### config.mk
export PLATFORM = sky130hd
export DESIGN_NAME = cfa_core
export DESIGN_NICKNAME = d
export VERILOG_FILES = /design/src/hw/cfa_pkg.sv /design/src/hw/cfa_core.sv /design/src/hw/cfa_alu.sv
export SDC_FILE = /design/constraint.sdc
export NUM_CORES = 1
export LEC_CHECK = 0
export ABC_AREA = 1
export BUFFER_PORTS_ARGS = -buffer_cell sky130_fd_sc_hd__buf_2
export CORE_MARGIN = 2
export CORE_UTILIZATION = 56
export DETAILED_ROUTE_END_ITERATION = 10
export GPL_TIMING_DRIVEN = 0
export PLACE_DENSITY = 0.84
export SETUP_SLACK_MARGIN = 0.5
export SYNTH_ARGS = -nofsm -noshare
export SYNTH_HDL_FRONTEND = slang
export SYNTH_SLANG_ARGS = --single-unit
### constraint.sdc
create_clock -name pclk -period 8.15 [get_ports pclk]
set_clock_uncertainty 0.15 [all_clocks]
set_input_delay 1.2225 -clock pclk [delete_from_list [all_inputs] [get_ports pclk]]
set_output_delay 1.2225 -clock pclk [all_outputs]
set_load 0.02 [all_outputs]
### src/hw/cfa_pkg.sv
package cfa_pkg;

    // ------------------------------------------------------------
    // Flag register layout
    // ------------------------------------------------------------
    localparam int FLAG_W = 8;
    localparam int FLAG_V = 7;
    localparam int FLAG_H = 4;
    localparam int FLAG_I = 3;
    localparam int FLAG_N = 2;
    localparam int FLAG_Z = 1;
    localparam int FLAG_C = 0;
    localparam logic [7:0] FLAGS_FIXED_ONES = 8'h60;
    localparam logic [7:0] FLAGS_RESET = 8'h68;

    // ------------------------------------------------------------
    // Address space and program counter
    // ------------------------------------------------------------
    localparam int ADDR_W = 16;
    localparam logic [15:0] PC_RESET = 16'h0000;

    // ------------------------------------------------------------
    // APB register map (byte addresses)
    // ------------------------------------------------------------
    localparam logic [7:0] REG_FLAGS = 8'h00;
    localparam logic [7:0] REG_PC = 8'h04;
    localparam logic [7:0] REG_STATUS = 8'h08;
    localparam logic [7:0] REG_OPERAND = 8'h0C;

    // ------------------------------------------------------------
    // Encodings
    // ------------------------------------------------------------
    typedef enum logic [3:0] {
        ALU_ADD, ALU_ADC, ALU_SUB, ALU_SBC, ALU_LOGIC, ALU_LOAD8, ALU_LOAD16,
        ALU_SHL, ALU_SHR, ALU_DAA, ALU_MASK_CLEAR, ALU_MASK_SET
    } cfa_alu_op_t;

    typedef enum logic [2:0] {
        MODE_REG, MODE_IMM8, MODE_IMM16, MODE_REL, MODE_TEST_IMM, MODE_TEST_REG,
        MODE_MOVE
    } cfa_mode_t;

    typedef enum logic [3:0] {
        COND_ALWAYS, COND_SGT, COND_SGE, COND_SLE, COND_SLT, COND_BIT_HIGH,
        COND_BIT_LOW, COND_CMP_EQ, COND_DEC_NZ
    } cfa_cond_t;

endpackage

### src/hw/cfa_core.sv
`timescale 1ns/100ps
// How it works
// - Flag register is 8 bits; bits 6 and 5 always read one.
// - Bit 7 flags two's complement overflow; signed branches test it.
// - Bit 4 records carry from bit 3 into bit 4 on adds.
// - Decimal adjust uses half-carry and carry to correct a BCD sum.
// - Bit 3 set blocks maskable interrupts; clear accepts them.
// - Interrupt entry sets the mask after stacking, before the handler.
// - No interrupt at the boundary right after the mask is cleared.
// - Bit 2 follows the result's top bit, loads included; moves leave it.
// - Bit 1 set when the 8- or 16-bit result is all zero.
// - Bit 0 is carry or borrow; bit tests and shifts also set it.
// - One 16-bit address reaches memory, registers and ports alike.
// - Move takes its source by one mode, its destination by another.
// - Immediate test-and-branch fetches the tested operand, then a relative target; the register form fetches only the target.
// - Register operand mode makes no memory access.
// - Relative offset byte follows opcode, sign-extended, added to counter.
// - Inline 16-bit operand: high byte first, low byte next.
// - Program counter steps per fetched byte except on change of flow.
module cfa_core
    import cfa_pkg::*;
#(
    parameter int APB_AW = 8
) (
    // Clock and reset
    input wire logic pclk,
    input wire logic presetn,
    // APB slave
    input wire logic [APB_AW-1:0] paddr,
    input wire logic psel,
    input wire logic penable,
    input wire logic pwrite,
    input wire logic [31:0] pwdata,
    output logic [31:0] prdata,
    output logic pready,
    output logic pslverr,
    // Flag update from the execution unit
    input wire logic upd_valid,
    input wire cfa_alu_op_t upd_op,
    input wire logic [15:0] upd_a,
    input wire logic [7:0] upd_b,
    output logic [15:0] upd_result,
    output logic [7:0] condition_flags,
    // Interrupt gating
    input wire logic irq_req,
    input wire logic instr_boundary,
    input wire logic irq_stacked,
    output logic irq_take,
    // Operand command
    input wire logic cmd_valid,
    output logic cmd_ready,
    input wire cfa_mode_t cmd_mode,
    input wire cfa_cond_t cmd_cond,
    input wire logic [2:0] cmd_bit,
    input wire logic [7:0] cmd_ref,
    input wire logic [15:0] cmd_dst,
    output logic cmd_done,
    output logic cmd_taken,
    output logic [15:0] operand,
    // Program counter load
    input wire logic pc_load,
    input wire logic [15:0] pc_load_value,
    output logic [15:0] program_counter,
    // Memory bus
    output logic mem_req,
    output logic mem_we,
    output logic [ADDR_W-1:0] mem_addr,
    output logic [7:0] mem_wdata,
    input wire logic [7:0] mem_rdata,
    input wire logic mem_ack
);

    // ------------------------------------------------------------
    // Parameter check
    // ------------------------------------------------------------
    if (APB_AW < 4 || APB_AW > 16) begin : g_bad_aw
        $error("APB_AW must be 4 to 16");
    end

    typedef enum logic [2:0] {
        S_IDLE, S_FETCH_HI, S_FETCH_LO, S_FETCH_OFFS, S_STORE
    } cfa_state_t;

    cfa_state_t state_ff;
    cfa_state_t nxt_state;
    logic [7:0] flags_ff;
    logic [7:0] nxt_flags;
    logic [15:0] pc_ff;
    logic [15:0] operand_ff;
    logic [15:0] dst_ff;
    logic [15:0] result_ff;
    logic inhibit_ff;
    logic done_ff;
    logic taken_ff;
    cfa_mode_t mode_ff;
    cfa_cond_t cond_ff;
    logic [2:0] bit_ff;
    logic [7:0] ref_ff;
    logic [15:0] alu_res;
    logic [7:0] alu_flags;
    logic [7:0] alu_affect;
    logic apb_wr;
    logic apb_rd;
    logic cond_ok;
    logic bit_val;
    logic fetch_ack;
    logic [15:0] pc_next_seq;
    logic [15:0] offs_ext;

    // ------------------------------------------------------------
    // Flag arithmetic
    // ------------------------------------------------------------
    cfa_alu u_alu (
        .op(upd_op),
        .a(upd_a),
        .b(upd_b),
        .flags_in(flags_ff),
        .res(alu_res),
        .flag_val(alu_flags),
        .affect(alu_affect)
    );

    // ------------------------------------------------------------
    // APB decode
    // ------------------------------------------------------------
    assign apb_wr = psel && penable && pwrite;
    assign apb_rd = psel && !pwrite;
    assign pready = 1'b1;

    always_comb begin
        pslverr = 1'b0;
        if (psel && penable) begin
            if (paddr == APB_AW'(REG_FLAGS)) begin
                pslverr = 1'b0;
            end else if (paddr == APB_AW'(REG_PC)) begin
                pslverr = 1'b0;
            end else if (paddr == APB_AW'(REG_STATUS)) begin
                pslverr = 1'b0;
            end else if (paddr == APB_AW'(REG_OPERAND)) begin
                pslverr = 1'b0;
            end else begin
                pslverr = 1'b1;
            end
        end
    end

    always_ff @(posedge pclk or negedge presetn) begin
        if (!presetn) begin
            prdata <= 32'h0000_0000;
        end else if (apb_rd && !penable) begin
            if (paddr == APB_AW'(REG_FLAGS)) begin
                prdata <= {24'h00_0000, flags_ff};
            end else if (paddr == APB_AW'(REG_PC)) begin
                prdata <= {16'h0000, pc_ff};
            end else if (paddr == APB_AW'(REG_STATUS)) begin
                prdata <= {27'h000_0000, inhibit_ff, 1'b0, state_ff};
            end else if (paddr == APB_AW'(REG_OPERAND)) begin
                prdata <= {16'h0000, operand_ff};
            end else begin
                prdata <= 32'h0000_0000;
            end
        end
    end

    // ------------------------------------------------------------
    // Condition evaluation
    // ------------------------------------------------------------
    assign bit_val = operand_ff[bit_ff];

    always_comb begin
        case (cond_ff)
            COND_ALWAYS: cond_ok = 1'b1;
            COND_SGT: cond_ok = !(flags_ff[FLAG_Z] ||
                (flags_ff[FLAG_N] ^ flags_ff[FLAG_V]));
            COND_SGE: cond_ok = !(flags_ff[FLAG_N] ^ flags_ff[FLAG_V]);
            COND_SLE: cond_ok = flags_ff[FLAG_Z] ||
                (flags_ff[FLAG_N] ^ flags_ff[FLAG_V]);
            COND_SLT: cond_ok = flags_ff[FLAG_N] ^ flags_ff[FLAG_V];
            COND_BIT_HIGH: cond_ok = bit_val;
            COND_BIT_LOW: cond_ok = !bit_val;
            COND_CMP_EQ: cond_ok = (operand_ff[7:0] == ref_ff);
            COND_DEC_NZ: cond_ok = (operand_ff[7:0] != 8'h01);
            default: cond_ok = 1'b0;
        endcase
    end

    // ------------------------------------------------------------
    // Flag register
    // ------------------------------------------------------------
    always_comb begin
        nxt_flags = flags_ff;
        if (upd_valid) begin
            nxt_flags = (flags_ff & ~alu_affect) | (alu_flags & alu_affect);
            if (upd_op == ALU_MASK_CLEAR) begin
                nxt_flags[FLAG_I] = 1'b0;
            end else if (upd_op == ALU_MASK_SET) begin
                nxt_flags[FLAG_I] = 1'b1;
            end
        end
        if (state_ff == S_FETCH_OFFS && mem_ack &&
            (cond_ff == COND_BIT_HIGH || cond_ff == COND_BIT_LOW)) begin
            nxt_flags[FLAG_C] = bit_val;
        end
        if (apb_wr && paddr == APB_AW'(REG_FLAGS)) begin
            nxt_flags = pwdata[7:0];
        end
        if (irq_stacked) begin
            nxt_flags[FLAG_I] = 1'b1;
        end
        nxt_flags = nxt_flags | FLAGS_FIXED_ONES;
    end

    always_ff @(posedge pclk or negedge presetn) begin
        if (!presetn) begin
            flags_ff <= FLAGS_RESET;
        end else begin
            flags_ff <= nxt_flags;
        end
    end

    always_ff @(posedge pclk or negedge presetn) begin
        if (!presetn) begin
            result_ff <= 16'h0000;
        end else if (upd_valid) begin
            result_ff <= alu_res;
        end
    end

    // ------------------------------------------------------------
    // Interrupt gating
    // ------------------------------------------------------------
    always_ff @(posedge pclk or negedge presetn) begin
        if (!presetn) begin
            inhibit_ff <= 1'b0;
        end else if (flags_ff[FLAG_I] && !nxt_flags[FLAG_I]) begin
            inhibit_ff <= 1'b1;
        end else if (instr_boundary) begin
            inhibit_ff <= 1'b0;
        end
    end

    assign irq_take = instr_boundary && irq_req && !flags_ff[FLAG_I] && !inhibit_ff;

    // ------------------------------------------------------------
    // Operand sequencer
    // ------------------------------------------------------------
    assign cmd_ready = (state_ff == S_IDLE);
    assign fetch_ack = mem_ack && (state_ff == S_FETCH_HI ||
        state_ff == S_FETCH_LO || state_ff == S_FETCH_OFFS);
    assign pc_next_seq = pc_ff + 16'h0001;
    assign offs_ext = {{8{mem_rdata[7]}}, mem_rdata};

    always_comb begin
        nxt_state = state_ff;
        case (state_ff)
            S_IDLE: begin
                if (cmd_valid) begin
                    case (cmd_mode)
                        MODE_IMM8, MODE_TEST_IMM, MODE_MOVE: nxt_state = S_FETCH_LO;
                        MODE_IMM16: nxt_state = S_FETCH_HI;
                        MODE_REL, MODE_TEST_REG: nxt_state = S_FETCH_OFFS;
                        default: nxt_state = S_IDLE;
                    endcase
                end
            end
            S_FETCH_HI: begin
                if (mem_ack) begin
                    nxt_state = S_FETCH_LO;
                end
            end
            S_FETCH_LO: begin
                if (mem_ack) begin
                    if (mode_ff == MODE_TEST_IMM) begin
                        nxt_state = S_FETCH_OFFS;
                    end else if (mode_ff == MODE_MOVE) begin
                        nxt_state = S_STORE;
                    end else begin
                        nxt_state = S_IDLE;
                    end
                end
            end
            S_FETCH_OFFS, S_STORE: begin
                if (mem_ack) begin
                    nxt_state = S_IDLE;
                end
            end
            default: nxt_state = S_IDLE;
        endcase
    end

    always_ff @(posedge pclk or negedge presetn) begin
        if (!presetn) begin
            state_ff <= S_IDLE;
        end else begin
            state_ff <= nxt_state;
        end
    end

    always_ff @(posedge pclk or negedge presetn) begin
        if (!presetn) begin
            mode_ff <= MODE_REG;
            cond_ff <= COND_ALWAYS;
            bit_ff <= 3'h0;
            ref_ff <= 8'h00;
            dst_ff <= 16'h0000;
        end else if (cmd_valid && cmd_ready) begin
            mode_ff <= cmd_mode;
            cond_ff <= cmd_cond;
            bit_ff <= cmd_bit;
            ref_ff <= cmd_ref;
            dst_ff <= cmd_dst;
        end
    end

    always_ff @(posedge pclk or negedge presetn) begin
        if (!presetn) begin
            operand_ff <= 16'h0000;
        end else if (cmd_valid && cmd_ready) begin
            if (cmd_mode == MODE_REG || cmd_mode == MODE_TEST_REG) begin
                operand_ff <= {8'h00, cmd_ref};
            end else begin
                operand_ff <= 16'h0000;
            end
        end else if (state_ff == S_FETCH_HI && mem_ack) begin
            operand_ff[15:8] <= mem_rdata;
        end else if (state_ff == S_FETCH_LO && mem_ack) begin
            operand_ff[7:0] <= mem_rdata;
        end
    end

    always_ff @(posedge pclk or negedge presetn) begin
        if (!presetn) begin
            pc_ff <= PC_RESET;
        end else if (pc_load) begin
            pc_ff <= pc_load_value;
        end else if (state_ff == S_FETCH_OFFS && mem_ack && cond_ok) begin
            pc_ff <= pc_next_seq + offs_ext;
        end else if (fetch_ack) begin
            pc_ff <= pc_next_seq;
        end
    end

    always_ff @(posedge pclk or negedge presetn) begin
        if (!presetn) begin
            done_ff <= 1'b0;
            taken_ff <= 1'b0;
        end else begin
            done_ff <= (state_ff == S_IDLE && cmd_valid && cmd_mode == MODE_REG) ||
                (state_ff != S_IDLE && nxt_state == S_IDLE);
            taken_ff <= state_ff == S_FETCH_OFFS && mem_ack && cond_ok;
        end
    end

    // ------------------------------------------------------------
    // Memory bus drive
    // ------------------------------------------------------------
    assign mem_req = (state_ff != S_IDLE);
    assign mem_we = (state_ff == S_STORE);
    assign mem_addr = (state_ff == S_STORE) ? dst_ff : pc_ff;
    assign mem_wdata = operand_ff[7:0];

    // ------------------------------------------------------------
    // Outputs
    // ------------------------------------------------------------
    assign condition_flags = flags_ff;
    assign program_counter = pc_ff;
    assign operand = operand_ff;
    assign upd_result = result_ff;
    assign cmd_done = done_ff;
    assign cmd_taken = taken_ff;

endmodule

### src/hw/cfa_alu.sv
`timescale 1ns/100ps
module cfa_alu
    import cfa_pkg::*;
(
    // Operation
    input wire cfa_alu_op_t op,
    input wire logic [15:0] a,
    input wire logic [7:0] b,
    input wire logic [7:0] flags_in,
    // Result
    output logic [15:0] res,
    output logic [7:0] flag_val,
    output logic [7:0] affect
);

    logic [8:0] sum9;
    logic [4:0] half5;
    logic [8:0] dif9;
    logic [7:0] corr;
    logic cin;
    logic daa_hi;

    always_comb begin
        cin = 1'b0;
        if (op == ALU_ADC || op == ALU_SBC) begin
            cin = flags_in[FLAG_C];
        end
        sum9 = {1'b0, a[7:0]} + {1'b0, b} + {8'h00, cin};
        half5 = {1'b0, a[3:0]} + {1'b0, b[3:0]} + {4'h0, cin};
        dif9 = {1'b0, a[7:0]} - {1'b0, b} - {8'h00, cin};
        daa_hi = flags_in[FLAG_C] || (a[7:0] > 8'h99);
        corr = 8'h00;
        if (flags_in[FLAG_H] || (a[3:0] > 4'h9)) begin
            corr[3:0] = 4'h6;
        end
        if (daa_hi) begin
            corr[7:4] = 4'h6;
        end
        res = {8'h00, a[7:0]};
        flag_val = flags_in;
        affect = 8'h00;
        case (op)
            ALU_ADD, ALU_ADC: begin
                res = {8'h00, sum9[7:0]};
                flag_val[FLAG_H] = half5[4];
                flag_val[FLAG_C] = sum9[8];
                flag_val[FLAG_V] = (a[7] == b[7]) && (sum9[7] != a[7]);
                affect = 8'h97;
            end
            ALU_SUB, ALU_SBC: begin
                res = {8'h00, dif9[7:0]};
                flag_val[FLAG_C] = dif9[8];
                flag_val[FLAG_V] = (a[7] != b[7]) && (dif9[7] != a[7]);
                affect = 8'h87;
            end
            ALU_LOGIC, ALU_LOAD8: begin
                flag_val[FLAG_V] = 1'b0;
                affect = 8'h86;
            end
            ALU_LOAD16: begin
                res = a;
                flag_val[FLAG_V] = 1'b0;
                affect = 8'h86;
            end
            ALU_SHL: begin
                res = {8'h00, a[6:0], 1'b0};
                flag_val[FLAG_C] = a[7];
                flag_val[FLAG_V] = a[6] ^ a[7];
                affect = 8'h87;
            end
            ALU_SHR: begin
                res = {9'h000, a[7:1]};
                flag_val[FLAG_C] = a[0];
                flag_val[FLAG_V] = a[0];
                affect = 8'h87;
            end
            ALU_DAA: begin
                res = {8'h00, a[7:0] + corr};
                flag_val[FLAG_C] = daa_hi;
                affect = 8'h07;
            end
            default: begin
                affect = 8'h00;
            end
        endcase
        if (op == ALU_LOAD16) begin
            flag_val[FLAG_N] = res[15];
            flag_val[FLAG_Z] = (res == 16'h0000);
        end else begin
            flag_val[FLAG_N] = res[7];
            flag_val[FLAG_Z] = (res[7:0] == 8'h00);
        end
    end

endmodule

==> flow_summary.ini, run 1 <==
[critical_path]
crit_arrival_ps = 2660
end_kind = primary output
slowest_stage = clkbuf_1
max_stage_delay_ps = 360
path_buf_inv = 5
cp_cell_sequence = buf_2 -> nor2_1 -> nand2_1 -> inv_1 -> nand4_1 -> inv_1 -> clkbuf_1 -> nor3_1 -> buf_2
startpoint_type = input pin
required_ps = 6780
worstSetupPathType = in2out
worstPathMaxFanout = 10
path_delay_family = buffers and inverters

[routing]
wl_per_cell_um = 16.5
viasPerCell = 5.54
drt_iter0_markers = 887
dr.pass1.iters = 6
routed_wl_mm = 28.7
final_antenna_net_count = 0
num_vias = 9679
drc = 0

[sta]
maxSlewHeadroom_pct = 51.5
fmax_mhz = 248
tns_ps = 0
slew_viol_final = 0
period_minus_slack_ps = 4040
rsz0062_at_grt = false
tightestPinTransition_ps = 727
hold_viol = 0
min_period_over_period_pct = 49.5
setup_viol = 0

[clock_network]
numCtsBuffers = 9
clock_latency_ps = 360
clockBufferDepth = 2
h-tree-depth = 3
cts_setup_buffers = 0
cts_hold_buf = 0
tritoncts = yes
clock_sinks = 110
cts_resized = 0
clock-root-buffer = clkbuf_16
clk_pin_slew_ps = 80

[yosys]
yosysTopAreaCell = dfrtp_1
async_reset_ff_share_pct = 100
synthTopCellsByArea = dfrtp_1 31%, nand2_1 16%, ha_1 6.1%
ys_ff_latch = 110
synth_edf_count = 0
ys_warn_count = 0
synth_cell_types = 55
yosys.area.top_type_share_pct = 31.0
syn_avg_cell_area_um2 = 6.82
synth_cells = 1292
synthFlopType = dfrtp_1
yosysSeqAreaShare_pct = 31.3
syn_area_mm2 = 0.00881

[layout]
final_common_cell = nand2_1
final_nets = 1718
drive_gt1_share_pct = 22.0
n_antenna_cell = 0
layout.cells.most_common_list = 380 x nand2_1, 219 x buf_2, 139 x inv_1
syn2layout_area_growth_pct = 19.2

[pwr]
ir_drop_v = 0.000253
power.leakage_uw = 0.00564
p_per_area_mw_per_mm2 = 284
p_total_uw = 2980

[grt]
antenna_found_initial = 0
overflow = 0
grt_max_degree = 74
grt_first_pass_wirelength_mm = 43.9
grt_pass1_vias = 8642
grt.total_usage_pct = 34.1

[placement]
finalWeightedCongestion = 1.02
io_buffers = 210
dpl.hpwl_mm = 23.4

[worst_hold_path]
hold_class = reg2reg

[floorplanning]
num_rows = 45
initial_core_util_pct = 57.7
ios = 258
coreArea_mm2 = 0.0153
die_w_um = 129
die-area_mm2 = 0.0167
chipHeight_um = 129

[run_status]
outcome = finished clean

[job]
cap_violations = 0
[metrics by stage]
stage / util, % / instances / hold WS (ps) / area [µm²] / worst slack [ps]
5_1_grt: 68.8 / 1747 / 355 / 10500 / 3910
6_report: 68.8 / 1747 / 329 / 10500 / 4110
3_5_place_dp: 66.9 / 1731 / 312 / 10200 / 3810
4_1_cts: 68.8 / 1747 / 333 / 10500 / 4120
3_3_place_gp: 66.7 / 1730 / 304 / 10200 / 3810
2_1_floorplan: - / 1309 / 292 / 8870 / 4440
[state kept, by name, summed over array words and instances (netlist names)]
signal	count
bit_ff	3
cmd_done	1
cmd_taken	1
cond_ff	4
condition_flags	6
dst_ff	16
inhibit_ff	1
mode_ff	3
operand	16
prdata	16
program_counter	16
ref_ff	8
state_ff	3
upd_result	16
[worst min-delay path, cell delays in order, from the launching register on]
cell	delay, ps
dfrtp_1	340
nand2_1	50
nand2_1	60
[cell usage after synthesis, types with 3 or more instances]
cell,number
inv_1,139
buf_4,28
nand3_1,98
nor2_1,100
nand3b_1,3
o21ai_1,16
nor2_4,5
or2_2,4
nand4_1,25
dfrtp_1,109
nand3_2,9
ha_1,43
a21oi_2,10
xnor2_1,12
fa_1,6
o21a_1,3
nor2_2,7
xor2_1,16
a21oi_1,64
nor3_1,20
buf_2,10
o211ai_1,6
a31oi_1,13
o22ai_1,9
o21ai_0,74
clkbuf_1,18
nand2_2,14
nand2_1,380
clkinv_1,3
inv_2,13
[per-layer routing]
metal	global-route usage, %	vias up	part of all wire (%)
met4	12.6	0	3.3
met3	3.88	77	8.1
met5	0	-	0
met2	57.6	511	48
met1	45.3	4437	41
li1	-	4654	-
[final cells by class]
class	instances	area, µm²
plain buffers	61	373
multi-input cells	983	5160
flip-flops and latches	110	2750
repair buffers	211	1080
fillers	1404	4760
clock buffers	10	229
inverters	155	582
clock inverters	6	51.3
well taps	211	264
[power by group]
part           switching (µW)  internal, µW
Clock                     215           213
Combinational            1070           567
Sequential                201           717
[logic make-up (layout without fill, tap and decap cells)]
family / after synthesis / in the layout / synth area share [%]
flip-flops: 110 / 110 / 31.3
AO/OA/AOI/OAI: 211 / 211 / 13.6
multiplexers: 1 / 1 / 0.114
buffers and inverters: 216 / 443 / 10.8
AND/OR/NAND/NOR: 675 / 675 / 33.9
adder cells (fa/ha/maj): 49 / 49 / 7.47
XOR/XNOR: 28 / 28 / 2.78
other: 2 / 19 / 0.0853
[worst paths after layout]
check | startpoint | endpoint | slack [ps] | cells after the start
hold / removal | upd_result[13] | upd_result[13] | 330 | 2
max in group asynchronous | presetn | bit_ff[2] | 6430 | 2
setup reg to reg | program_counter[1] | program_counter[15] | 4680 | 20
setup / recovery | paddr[7] | pslverr | 4110 | 9
min in group asynchronous | presetn | upd_result[9] | 670 | 1
hold reg to reg | upd_result[13] | upd_result[13] | 330 | 2
No activity file was read; power rests on OpenSTA's default activity.
==> run 2: changes to the inputs <==
--- a/config.mk
+++ b/config.mk
@@ -8,10 +8,10 @@
 export ABC_AREA = 1
 export BUFFER_PORTS_ARGS = -buffer_cell sky130_fd_sc_hd__buf_2
 export CORE_MARGIN = 2
-export CORE_UTILIZATION = 56
+export CORE_UTILIZATION = 53
 export DETAILED_ROUTE_END_ITERATION = 10
 export GPL_TIMING_DRIVEN = 0
-export PLACE_DENSITY = 0.84
+export PLACE_DENSITY = 0.81
 export SETUP_SLACK_MARGIN = 0.5
 export SYNTH_ARGS = -nofsm -noshare
 export SYNTH_HDL_FRONTEND = slang
==> constraint.sdc (replaced) <==
create_clock -name pclk -period 4.1 [get_ports pclk]
set_clock_uncertainty 0.15 [all_clocks]
set_input_delay 0.615 -clock pclk [delete_from_list [all_inputs] [get_ports pclk]]
set_output_delay 0.615 -clock pclk [all_outputs]
set_load 0.02 [all_outputs]
==> flow_summary.ini, run 2 (synthesis gave the netlist of run 1 again) <==
[pwr]
swShare_pct = 48.5
p_comb_share_pct = 53.0
power_switching_uw = 2980
internal_power_uw = 3150
p_clk_share_pct = 16.9
seqPwrFrac_pct = 30.1
p_per_area_mw_per_mm2 = 579
ir_drop_v = 0.000451
power.leakage_uw = 0.00567

[layout]
final_nets = 1718
regArea_mm2 = 0.00275
final_common_cell = nand2_1
syn2layout_area_growth_pct = 20.1
final_cells = 1755
n_fill_cell = 1538
multi_input_area_mm2 = 0.00517
layout.cells.most_common_list = 380 x nand2_1, 219 x buf_2, 139 x inv_1
fin_area_mm2 = 0.0106
n_antenna_cell = 0
drive_gt1_share_pct = 22.1
finalCoreUtilization_pct = 64.5

[clock_network]
cts_setup_buffers = 0
clock_sinks = 110
clock_latency_ps = 370
cts_hold_buf = 0
clock-root-buffer = clkbuf_16
clk_pin_slew_ps = 90
h-tree-depth = 3
numCtsBuffers = 9
tritoncts = yes
clockBufferDepth = 2
cts_resized = 0

[placement]
placed_cells = 1740
io_buffers = 210
dpl_cell_area_mm2 = 0.0102
dpl.hpwl_mm = 24.0
finalWeightedCongestion = 0.993

[sta]
slew_viol_final = 0
fmax_mhz = 295
period_minus_slack_ps = 3380
min_period_over_period_pct = 82.6
rsz0062_at_grt = false
maxSlewHeadroom_pct = 52.6
timing.hold.ws_ps = 81.7
tightestPinTransition_ps = 712
hold_viol = 0
setup_viol = 0
tns_ps = 0

[grt]
grt.total_usage_pct = 33.5
grt_max_degree = 74
antenna_found_initial = 0
overflow = 0
grt_first_pass_wirelength_mm = 46.1
grt_pass1_vias = 8921

[run_status]
outcome = finished clean

[routing]
num_vias = 9609
drt_iter0_markers = 605
viasPerCell = 5.48
dr.pass1.iters = 6
wl_per_cell_um = 16.8
final_antenna_net_count = 0
routed_wl_mm = 29.6
drc = 0

[floorplanning]
ios = 258
die-area_mm2 = 0.0177
chipHeight_um = 133
die_w_um = 133
num_rows = 47
coreArea_mm2 = 0.0164
initial_core_util_pct = 53.7

[critical_path]
worstSetupPathType = reg2reg
timing.rr.end = program_counter[14]
r2r_cells = 19
end_kind = flip-flop
required_ps = 4220
worstPathMaxFanout = 7
startpoint_type = flip-flop
r2r_setup_slack_ps = 720
r2r-start = program_counter[4]
crit_arrival_ps = 3500

[job]
cap_violations = 0

[worst_hold_path]
hold_class = in2async
[run 2: cell count changes in the layout (fill, tap and decap cells not counted), sizes merged]
| cell | previous run | this run |
|---|---|---|
| bufinv | 0 | 3 |
| clkbuf | 28 | 27 |
| inv | 155 | 154 |
| clkinv | 6 | 4 |
[run 2: how the worst max path moves through the flow]
stage                             startpoint                  end  slack (ps)  depth (start not counted)
after detailed placement           upd_op[3]   condition_flags[1]         350                         18
after CTS                          upd_op[3]   condition_flags[1]         720                         18
after global placement             upd_op[3]   condition_flags[1]         390                         18
after global routing      program_counter[4]  program_counter[14]         530                         19
after floorplan                    upd_op[2]   condition_flags[1]        1140                         17
final                     program_counter[4]  program_counter[14]         720                         19
[run 2: layout make-up]
type                       instances  area share, %
sequential                       110           26.0
clock buffer                       9           2.13
clock inverter                     6           1.10
timing repair buffer             211           10.2
inverter                         155           5.50
tap                              220           2.60
multi-input combinational        983           48.9
buffer                            61           3.53
[run 2: power groups by stage]
| stage | logic (µW) | clock network, µW | registers (µW) |
|---|---|---|---|
| 6_report | 3250 | 1040 | 1850 |
| 3_3_place_gp | 3150 | 0 | 1840 |
| 2_1_floorplan | 2100 | 0 | 1910 |
| 5_1_grt | 3600 | 1080 | 1880 |
| 4_1_cts | 3230 | 1030 | 1830 |
| 3_5_place_dp | 3200 | 0 | 1840 |
[run 2: worst max-delay path, cell delays in order (launching register included)]
cell and delay [ps]:
dfrtp_1 570, nand2_1 190, nor2_2 170, nand2_2 90, nor2_4 120, nand2_2 90, nor2_4 110, xor2_1 320
inv_1 90, ha_1 350, nand2_1 100, nor2_1 170, nand3_1 100, nand3_1 140, a21oi_1 100, xnor2_1 130
nand2_1 60, nand3_1 70, nand2_1 110, nand2_1 60
[run 2: routing by layer]
metal	track usage (%)	wire, µm	up-vias
met5	0	0	-
met3	4.90	2160	80
met1	42.6	12200	4462
li1	-	-	4649
met2	57.0	14100	418
met4	14.2	1170	0
[run 2: per-stage QoR]
step	worst slack, ps	total power (µW)
after floorplan	1140	4010
after global placement	389	4990
after detailed placement	353	5040
after CTS	721	6090
after global routing	534	6560
final	715	6130
==> run 3: changes to the inputs <==
==> constraint.sdc (replaced) <==
create_clock -name pclk -period 3.3 [get_ports pclk]
set_clock_uncertainty 0.15 [all_clocks]
set_input_delay 0.495 -clock pclk [delete_from_list [all_inputs] [get_ports pclk]]
set_output_delay 0.495 -clock pclk [all_outputs]
set_load 0.02 [all_outputs]
==> flow_summary.ini, run 3 (synthesis gave the netlist of run 1 again) <==
[run_status]
outcome = finished clean

[routing]
wl_per_cell_um = 17.2
drt_iter0_markers = 922
viasPerCell = 5.57
dr.pass1.iters = 6
final_antenna_net_count = 0
drc = 0
routed_wl_mm = 30.8
num_vias = 9953

[sta]
fmax_mhz = 344
maxSlewHeadroom_pct = 53.2
hold_viol = 0
setup_slack_ps = 392
timing.hold.ws_ps = 19.9
min_period_over_period_pct = 88.1
tightestPinTransition_ps = 702
rsz0062_at_grt = true
period_minus_slack_ps = 2910
slew_viol_final = 0
setup_viol = 0

[pwr]
seqPwrFrac_pct = 27.6
p_per_area_mw_per_mm2 = 717
power_switching_uw = 4030
internal_power_uw = 4140
swShare_pct = 49.3
ir_drop_v = 0.000599
p_clk_share_pct = 14.0
p_comb_share_pct = 58.3
power.leakage_uw = 0.00590

[placement]
place_ws_ps = -197
placed_cells = 1740
finalWeightedCongestion = 1.01
dpl.hpwl_mm = 23.4
io_buffers = 210

[clock_network]
clk_pin_slew_ps = 80
cts_hold_buf = 0
clock_latency_ps = 370
clockBufferDepth = 2
clock-root-buffer = clkbuf_16
numCtsBuffers = 9
clock_sinks = 110
h-tree-depth = 3
tritoncts = yes

[layout]
n_antenna_cell = 0
final_nets = 1751
final_common_cell = nand2_1
drive_gt1_share_pct = 30.9
syn2layout_area_growth_pct = 29.5
final_cells = 1788
n_fill_cell = 1389
layout.cells.most_common_list = 361 x nand2_1, 214 x buf_2, 125 x inv_1

[critical_path]
crit_arrival_ps = 3060
required_ps = 3450
startpoint_type = flip-flop
end_kind = flip-flop
r2r_cells = 18
timing.rr.end = program_counter[14]
worstSetupPathType = reg2reg
r2r-start = program_counter[0]
r2r_setup_slack_ps = 390
worstPathMaxFanout = 4

[grt]
grt_max_degree = 61
grt_first_pass_wirelength_mm = 47.1
grt_pass1_vias = 9106
overflow = 0
antenna_found_initial = 0
grt.total_usage_pct = 33.7

[floorplanning]
ios = 258
die-area_mm2 = 0.0177
chipHeight_um = 133
coreArea_mm2 = 0.0164
die_w_um = 133
num_rows = 47
initial_core_util_pct = 53.7

[worst_hold_path]
hold_class = in2async

[job]
cap_violations = 0
run 3: changes by cell type in the layout (fill, tap and decap cells not counted), moves of 9 or more:
cell,previous run,this run
buf_4,29,65
a21oi_2,10,19
nand3_2,9,20
dfrtp_1,109,100
dfrtp_2,0,9
inv_1,139,125
nand3_1,98,86
nand2_2,14,26
ha_4,0,12
inv_2,13,25
ha_1,43,28
nand2_1,380,361
a21oi_1,64,52
run 3: metrics by stage:
stage	setup TNS, ps	util [%]	area (µm²)	total power, µW
2_1_floorplan	0	-	8880	4980
3_3_place_gp	-481	62.2	10200	6200
3_5_place_dp	-387	62.4	10200	6280
4_1_cts	0	66.6	10900	7680
5_1_grt	0	69.5	11400	8650
6_report	0	69.5	11400	8170
run 3: layout make-up:
class / instances / area (µm²) / area share, %
well taps: 220 / 275 / 2.41
plain buffers: 61 / 378 / 3.31
clock inverters: 4 / 55.1 / 0.483
flip-flops and latches: 110 / 2770 / 24.3
multi-input cells: 983 / 5760 / 50.5
inverters: 155 / 587 / 5.15
clock buffers: 11 / 243 / 2.13
repair buffers: 244 / 1340 / 11.8
run 3: worst max-delay path: stages, from the launching register on:
cell and delay (ps):
dfrtp_2 430, nand3_2 100, nor2_2 100, nand2_2 90, nor2_4 150, nand2_4 80
nor2_4 140, xor2_2 210, inv_2 70, ha_4 240, a21o_1 220, nor2_2 140
nand3_4 110, a21oi_2 140, xnor2_1 130, nand2_1 80, nand3_1 130, nand2_1 70
nand2_1 60
run 3: what timing repair did:
| action | 4_1_cts | 5_1_grt |
|---|---|---|
| pin swaps | 28 | 52 |
| setup buffers | 23 | 10 |
| endpoints found under the setup margin | 16 | 20 |
| resized for setup | 56 | 99 |
| cloned | 0 | 0 |
run 3: power by group through the flow:
stage | clock network, µW | registers (µW) | logic [µW]
global route | 1210 | 2310 | 5140
detailed placement | 0 | 2300 | 3970
global placement | 0 | 2290 | 3910
CTS | 1150 | 2230 | 4290
finish | 1150 | 2260 | 4770
floorplan | 0 | 2370 | 2610
run 3: how the worst max path moves through the flow:
stage	slack [ps]	end	cells past startpoint	startpoint
finish	390	program_counter[14]	18	program_counter[0]
global route	230	program_counter[14]	18	program_counter[0]
CTS	460	program_counter[13]	16	program_counter[11]
detailed placement	-200	condition_flags[2]	17	upd_a[3]
global placement	-260	condition_flags[1]	18	upd_a[3]
floorplan	510	program_counter[15]	20	program_counter[1]
run 3: layer usage:
metal  up-vias  global-route usage, %  share of wire (%)
met4         0                   12.1                3.6
met5         -                      0                  0
li1       4723                      -                  -
met2       524                   55.0                 47
met1      4621                   45.6                 41
met3        85                   5.10                8.9
